## src/pkg/capture_timer_pkg.sv

```systemverilog
/*
  Constants, types and register map of the 16-bit capture timer.
  Assumes byte addresses on a 32-bit register port.
*/
`default_nettype none
package capture_timer_pkg;
  // Widths and counts
  localparam int DATA_W = 32;
  localparam int CNT_W = 16;
  localparam int PRE_W = 15;
  localparam int NUM_EVT = 18;
  localparam int SEL_W = 5;
  // Register byte addresses
  localparam logic [31:0] RELOAD_ADDR = 32'hffff0380;
  localparam logic [31:0] COUNT_ADDR = 32'hffff0384;
  localparam logic [31:0] CTRL_ADDR = 32'hffff0388;
  localparam logic [31:0] CLEAR_ADDR = 32'hffff038c;
  localparam logic [31:0] CAPT_ADDR = 32'hffff0390;
  // Control field positions
  localparam int CAP_GATE_BIT = 17;
  localparam int CAP_SEL_LSB = 12;
  localparam int CLK_SEL_LSB = 9;
  localparam int DIR_BIT = 8;
  localparam int RUN_BIT = 7;
  localparam int PER_BIT = 6;
  localparam int SCALE_LSB = 0;
  // Writable control bits; the rest read as zero
  localparam logic [31:0] CTRL_MASK = 32'h0003f7cf;
  // Reset values
  localparam logic [15:0] RELOAD_RST = 16'h0000;
  localparam logic [15:0] COUNT_RST = 16'hffff;
  localparam logic [31:0] CTRL_RST = 32'h00000000;
  localparam logic [15:0] CAPT_RST = 16'h0000;
  // Count limits
  localparam logic [15:0] CNT_TOP = 16'hffff;
  localparam logic [15:0] CNT_BOTTOM = 16'h0000;
  localparam logic [15:0] CNT_ONE = 16'h0001;
  // Prescale codes and their terminal counts
  localparam logic [3:0] SCALE_DIV16 = 4'h4;
  localparam logic [3:0] SCALE_DIV256 = 4'h8;
  localparam logic [3:0] SCALE_DIV32K = 4'hf;
  localparam logic [14:0] PRE_TC_1 = 15'h0000;
  localparam logic [14:0] PRE_TC_16 = 15'h000f;
  localparam logic [14:0] PRE_TC_256 = 15'h00ff;
  localparam logic [14:0] PRE_TC_32K = 15'h7fff;
  localparam logic [14:0] PRE_ONE = 15'h0001;
  // Timer clock sources
  typedef enum logic [1:0] {
    CLK_OSC32K = 2'b00,
    CLK_CORE_DIV = 2'b01,
    CLK_FAST = 2'b10,
    CLK_RSVD = 2'b11
  } clk_src_e;
  // One register port request
  typedef struct packed {
    logic wr;
    logic rd;
    logic [31:0] addr;
    logic [31:0] wdata;
  } bus_req_s;
endpackage
`default_nettype wire

```

## src/hdl/capture_timer.sv

```systemverilog
/*
  16-bit up/down timer with prescaler, source select, periodic or
  free-running mode, pending interrupt and event capture register.
  Assumes source ticks and event lines are synchronous to sys_clk.
*/
// The plain strobed port is this design's own decision.
// What this block does
// 16-bit up/down counter behind selectable prescaler
// Selected source's rising edge captures the count
// Count and capture registers read-only, writes ignored
// Write to clear register drops interrupt unless a timeout comes in the same cycle
// Reload register supplies the counter's load value
// Count read returns the present count
// Control bit 17 gates event capture
// Control bits 16:12 pick capture source 0-17
// Control bits 10:9 pick timer clock source
// Control bit 8 sets direction, down default
// Control bit 7 runs timer, cleared at reset
// Control bit 6 picks periodic, free-running default
// Control bits 3:0 pick prescale divisor
// Periodic reloads on timeout; free-running wraps; interrupt
// Interrupt holds until cleared; reserved bits read zero
`timescale 1ns/10ps
`default_nettype none
module capture_timer (
  // Clock and reset
  input wire logic sys_clk,
  input wire logic rstn,
  // Register port
  input wire capture_timer_pkg::bus_req_s busReq,
  output logic [31:0] rdData,
  // Timer clock source ticks, one sys_clk pulse per source edge
  input wire logic osc32kTick,
  input wire logic coreDivTick,
  input wire logic fastTick,
  // Interrupt sources that may trigger capture
  input wire logic [17:0] eventSources,
  // Pending timer interrupt
  output logic timerIrq
);

  // Software-visible state
  logic [15:0] reload_q; // Load value
  logic [15:0] count_q; // Running count
  logic [31:0] ctrl_q; // Control, reserved bits held zero
  logic [15:0] capt_q; // Captured count
  logic irq_q; // Pending interrupt
  logic [31:0] rdData_q; // Read data, one cycle after strobe
  logic [14:0] preCnt_q; // Prescale divider
  logic evtPrev_q; // Last level of the selected source

  // Decoded control fields
  logic capGate;
  logic [4:0] capSel;
  capture_timer_pkg::clk_src_e clkSel;
  logic countUp;
  logic timerRun;
  logic periodic;
  logic [3:0] scaleSel;

  assign capGate = ctrl_q[capture_timer_pkg::CAP_GATE_BIT];
  assign capSel = ctrl_q[capture_timer_pkg::CAP_SEL_LSB +: 5];
  assign clkSel = capture_timer_pkg::clk_src_e'(
    ctrl_q[capture_timer_pkg::CLK_SEL_LSB +: 2]);
  assign countUp = ctrl_q[capture_timer_pkg::DIR_BIT];
  assign timerRun = ctrl_q[capture_timer_pkg::RUN_BIT];
  assign periodic = ctrl_q[capture_timer_pkg::PER_BIT];
  assign scaleSel = ctrl_q[capture_timer_pkg::SCALE_LSB +: 4];

  // Register strobes
  logic wrReload;
  logic wrCtrl;
  logic wrClear;
  logic [15:0] wrData16;
  assign wrReload = busReq.wr &&
    (busReq.addr == capture_timer_pkg::RELOAD_ADDR);
  assign wrCtrl = busReq.wr &&
    (busReq.addr == capture_timer_pkg::CTRL_ADDR);
  assign wrClear = busReq.wr &&
    (busReq.addr == capture_timer_pkg::CLEAR_ADDR);
  assign wrData16 = busReq.wdata[15:0];

  // Source tick select; the reserved code gives no ticks at all
  logic srcTick;
  always_comb begin
    case (clkSel)
      capture_timer_pkg::CLK_OSC32K: srcTick = osc32kTick;
      capture_timer_pkg::CLK_CORE_DIV: srcTick = coreDivTick;
      capture_timer_pkg::CLK_FAST: srcTick = fastTick;
      default: srcTick = 1'b0;
    endcase
  end

  // Prescale terminal count; undefined codes divide by one
  logic [14:0] preTc;
  always_comb begin
    case (scaleSel)
      capture_timer_pkg::SCALE_DIV16:
        preTc = capture_timer_pkg::PRE_TC_16;
      capture_timer_pkg::SCALE_DIV256:
        preTc = capture_timer_pkg::PRE_TC_256;
      capture_timer_pkg::SCALE_DIV32K:
        preTc = capture_timer_pkg::PRE_TC_32K;
      default: preTc = capture_timer_pkg::PRE_TC_1;
    endcase
  end

  // One count step per divided tick while running
  logic preTick;
  logic step;
  assign preTick = srcTick && (preCnt_q >= preTc);
  assign step = timerRun && preTick;

  // Prescaler; held clear while stopped so a restart is clean
  always_ff @(posedge sys_clk) begin
    if (!rstn || !timerRun) begin
      preCnt_q <= '0;
    end else if (preTick) begin
      preCnt_q <= '0;
    end else if (srcTick) begin
      preCnt_q <= preCnt_q + capture_timer_pkg::PRE_ONE;
    end
  end

  // Limit reached in the current direction
  logic atLimit;
  logic timeout;
  assign atLimit = countUp ? (count_q == capture_timer_pkg::CNT_TOP)
                           : (count_q == capture_timer_pkg::CNT_BOTTOM);
  assign timeout = step && atLimit;

  // Counter; a reload write loads at once and beats a step
  always_ff @(posedge sys_clk) begin
    if (!rstn) begin
      count_q <= capture_timer_pkg::COUNT_RST;
    end else if (wrReload) begin
      count_q <= wrData16;
    end else if (step) begin
      if (atLimit && periodic) begin
        count_q <= reload_q;
      end else if (countUp) begin
        count_q <= count_q + capture_timer_pkg::CNT_ONE;
      end else begin
        count_q <= count_q - capture_timer_pkg::CNT_ONE;
      end
    end
  end

  // Reload register
  always_ff @(posedge sys_clk) begin
    if (!rstn) begin
      reload_q <= capture_timer_pkg::RELOAD_RST;
    end else if (wrReload) begin
      reload_q <= wrData16;
    end
  end

  // Control register; reserved bits never store
  always_ff @(posedge sys_clk) begin
    if (!rstn) begin
      ctrl_q <= capture_timer_pkg::CTRL_RST;
    end else if (wrCtrl) begin
      ctrl_q <= busReq.wdata & capture_timer_pkg::CTRL_MASK;
    end
  end

  // Pending interrupt; a timeout in the clear cycle wins
  always_ff @(posedge sys_clk) begin
    if (!rstn) begin
      irq_q <= 1'b0;
    end else if (timeout) begin
      irq_q <= 1'b1;
    end else if (wrClear) begin
      irq_q <= 1'b0;
    end
  end
  assign timerIrq = irq_q;

  // Selected capture source; codes above 17 select nothing
  logic evtSel;
  logic evtRise;
  assign evtSel = (capSel < 5'(capture_timer_pkg::NUM_EVT)) ?
    eventSources[capSel] : 1'b0;
  assign evtRise = evtSel && !evtPrev_q;

  // Edge memory, so only the first assertion captures
  always_ff @(posedge sys_clk) begin
    if (!rstn) begin
      evtPrev_q <= 1'b0;
    end else begin
      evtPrev_q <= evtSel;
    end
  end

  // Capture register; the counter is never disturbed by it
  always_ff @(posedge sys_clk) begin
    if (!rstn) begin
      capt_q <= capture_timer_pkg::CAPT_RST;
    end else if (capGate && evtRise) begin
      capt_q <= count_q;
    end
  end

  // Read mux; write-only and unmapped addresses read zero
  always_ff @(posedge sys_clk) begin
    if (!rstn) begin
      rdData_q <= '0;
    end else if (busReq.rd) begin
      case (busReq.addr)
        capture_timer_pkg::RELOAD_ADDR: rdData_q <= {16'h0000, reload_q};
        capture_timer_pkg::COUNT_ADDR:
          rdData_q <= {16'h0000, count_q};
        capture_timer_pkg::CTRL_ADDR: rdData_q <= ctrl_q;
        capture_timer_pkg::CAPT_ADDR:
          rdData_q <= {16'h0000, capt_q};
        default: rdData_q <= '0;
      endcase
    end else begin
      rdData_q <= '0;
    end
  end
  assign rdData = rdData_q;

  logic capWr;
  assign capWr = busReq.wr && (busReq.addr == capture_timer_pkg::CAPT_ADDR);
endmodule
`default_nettype wire

```

## config.mk

```make
export PLATFORM = sky130hd
export DESIGN_NAME = capture_timer
export DESIGN_NICKNAME = d
export VERILOG_FILES = /design/src/pkg/capture_timer_pkg.sv /design/src/hdl/capture_timer.sv
export SDC_FILE = /design/constraint.sdc
export NUM_CORES = 1
export LEC_CHECK = 0
export BUFFER_PORTS_ARGS = -buffer_cell sky130_fd_sc_hd__buf_2
export CAP_MARGIN = 40
export CORE_MARGIN = 2
export CORE_UTILIZATION = 50
export DETAILED_ROUTE_END_ITERATION = 8
export PLACE_DENSITY = 0.72
export SETUP_SLACK_MARGIN = 0.05
export SLEW_MARGIN = 0
export SYNTH_ARGS = -nofsm -noshare
export SYNTH_HDL_FRONTEND = slang
export SYNTH_SLANG_ARGS = --single-unit
```

## constraint.sdc

```tcl
create_clock -name sys_clk -period 4.18 [get_ports sys_clk]
set_input_delay 0 -clock sys_clk [delete_from_list [all_inputs] [get_ports sys_clk]]
set_output_delay 0 -clock sys_clk [all_outputs]
set_load 0.03 [all_outputs]
```

==> reports/metrics.cfg <==
[detailed_routing]
wl_met1_um = 6330
met2_length_um = 7450
ant_nets = 0
drtPass1Iterations = 6
wirelength_um = 14900
avgViaCountPerCell = 5.84
drt_iter0_drc = 434
met3_length_um = 767
vias = 5189
drc = 0
top_layer = met4
wl_per_cell_um = 16.8

[floorplan]
core-area_um2 = 10700
initial_utilization_pct = 50.8
dieArea_um2 = 11700
die_w_um = 108
die_h_um = 108
io_pins = 122
rows = 38

[cells_and_area]
area_delta_synth_final_pct = 16.2
fin_util_pct = 59.0
n_fill_cell = 972
multi_input_area_um2 = 3230
layout-drive-gt1-share_pct = 18.9
final-instance-count-excl-fill = 888
regArea_um2 = 1960
fin_nets = 864
diodes = 0

[timing]
worstMarginPinSlew_ns = 0.914
finalWorstPathRequiredPeriod_ns = 3.41
hold_viol = 0
fin_ws_ns = 0.768
min_period_over_period_pct = 81.6
setup_tns_ns = 0
timing.hold.ws_ns = 0.0887
timing.clock.skew_ns = 0.0100
setup_viol = 0
finalMaxSlewViolations = 0
rsz0062_at_grt = no
slew_headroom_pct = 39.1
max_freq_mhz = 293

[logic_synthesis]
synth-main-ff-cell = dfxtp_1
synth_cell_types = 65
yosysWarnings = 0
ys_seq_area_share_pct = 36.1
synth.cell_area_um2 = 5430
synth-seq-cells = 98
async_reset_ff_share_pct = 0
synth_cells = 647
synth-edff-count = 0
syn_area_per_cell_um2 = 8.40

[clock_tree]
cts_buffers = 9
cts_buffer_depth = 2
root_buffer = clkbuf_8
insertion_delay_ns = 0.39
cts_tree = yes
cts_setup_buffers = 0
cts.clk_slew.worst_paths_ns = 0.09
cts_sinks = 98
htree_levels = 3

[status]
status = completed

[place]
dp_slack_ns = 0.771
place_inst = 854
hpwl_um = 10600
io_buffers = 93
gp_congestion = 0.953

[run]
drv_cap = 0

[grt]
grt_max_degree = 50
antenna_found_initial = 0
grt_pass1_wl_um = 23700
gr-usage-all-layers_pct = 26.2
overflow = 0
grt_pass1_vias = 4905

[power]
ir_worst_vdd_uv = 162
powerDensity_nw_per_um2 = 252
p_leak_uw = 0.00241

[critical_path]
cp-start-kind = flip-flop
arrival_ns = 3.69
end_kind = flip-flop
required_ns = 4.46
worstSetupPathType = flip-flop to flip-flop
critical_path_peak_fanout = 15

[hold_path]
hold_class = input port to flip-flop

[synthesized netlist by cell type, drive strengths merged, types with 2 or more instances]
cell       n  share of area [%]
a31o       5               0.81
dfxtp     98                 36
and4       4               0.64
mux2       5                1.0
clkbuf    22                1.5
and2       4               0.46
a31oi      4               0.46
ha        30                6.9
a221oi     2               0.32
a222oi     3               0.55
a21boi     4               0.55
nand3     29                2.7
and3      11                1.3
o2111ai    3               0.48
a22oi     26                3.6
nand3b     2               0.35
nor3b      3               0.71
xnor2      8                1.3
o21a       2               0.28
inv        9               0.62
nand4     10                1.2
buf       27                3.2
o21ai     34                3.1
nor2      25                1.7
nand2b     3               0.35
xor2      22                3.5
o21bai     4               0.55
or4b       2               0.37
a21oi     65                6.0
mux4       5                2.1
nor4       6               0.81
o311ai     2               0.46
a211oi     4               0.55
nor3       8               0.83
a21o       6               0.83
nand2    110                7.6
mux2i      8                1.5
o211ai    15                2.1
a41oi      3               0.48
[cell type report]
| type | instances | share of cell area [%] |
|---|---|---|
| clock buffer | 10 | 2.18 |
| clock inverter | 5 | 0.496 |
| inverter | 10 | 0.595 |
| multi-input combinational | 503 | 51.2 |
| sequential | 98 | 31.1 |
| tap | 140 | 2.78 |
| timing repair buffer | 122 | 11.7 |
[worst max-delay path: stages (launching register included)]
cell and delay (ns):
dfxtp_1 0.44, nand4_1 0.34, o31ai_1 0.26, inv_1 0.15
ha_1 0.31, a21oi_1 0.12, o21ai_0 0.10, a221oi_1 0.39
o311ai_2 0.14, buf_4 0.21, and2_0 0.16, buf_4 0.20
and3_1 0.17, o311ai_0 0.29
[cells in the final DEF (no fill, tap or decap), types with 10 or more instances in the layout]
cell type	count
a21oi_1	65
a22oi_1	26
and3_1	11
buf_2	93
clkbuf_8	10
conb_1	14
dfxtp_1	98
dlygate4sd3_1	19
ha_1	30
nand2_1	110
nand3_1	29
nand4_1	10
nor2_1	25
o211ai_1	15
o21ai_0	32
xor2_1	22
[routing by layer]
layer,up-vias,GRT usage (%)
li1,2529,-
met1,2476,32.1
met2,154,45.1
met3,30,4.34
met4,0,11.6
met5,-,0
[path summary, 6_finish.rpt]
path                           start                       to  slack (ns)  cells past startpoint
min                       busReq[65]    timerIrq$_SDFFE_PN0P_        0.09                      4
min reg2reg  capt_q[10]$_SDFFE_PN0P_  capt_q[10]$_SDFFE_PN0P_        0.46                      2
max           ctrl_q[2]$_SDFFE_PN0P_  count_q[0]$_SDFFE_PN1P_        0.77                     13
max reg2reg   ctrl_q[2]$_SDFFE_PN0P_  count_q[0]$_SDFFE_PN1P_        0.77                     13
[per-stage QoR]
| stage | power (uW) | instance area, um^2 |
|---|---|---|
| finish | 1590 | 6310 |
| detailed placement | 1040 | 5950 |
| global placement | 1040 | 5930 |
| CTS | 1600 | 6310 |
| global route | 1640 | 6310 |
| floorplan | 1000 | 5480 |
[flip-flops by register name, indices dropped and copies added, names as in the netlist]
register,count
capt_q,16
count_q,16
ctrl_q,15
evtPrev_q,1
preCnt_q,15
rdData,18
reload_q,16
timerIrq,1
[cells by family (layout without fill, tap and decap cells)]
kind of cell	count (synthesis)	count (layout)	synth area share (%)
and+or+nand+nor	222	222	19.6
other	1	14	0.0690
xor gates and xnor gates	30	30	4.84
buffers and inverters	59	147	5.43
DFF	98	98	36.1
AOI/OAI and AO/OA	188	188	22.1
muxes	18	18	4.58
adders and majority gates	31	31	7.28
[power breakdown]
group | leakage [uW] | internal [uW] | switching [uW] | total, uW
clock | 0.0000879 | 227 | 330 | 557
sequential | 0.000790 | 933 | 0.185 | 933
combinational | 0.00153 | 44.5 | 54.0 | 98.6
[repair_timing]
action / CTS / global route
resized for setup: 0 / 0
hold endpoints to repair: 49 / 0
hold buffers: 19 / 0
Note: power is estimated with default switching activity, not from simulation.
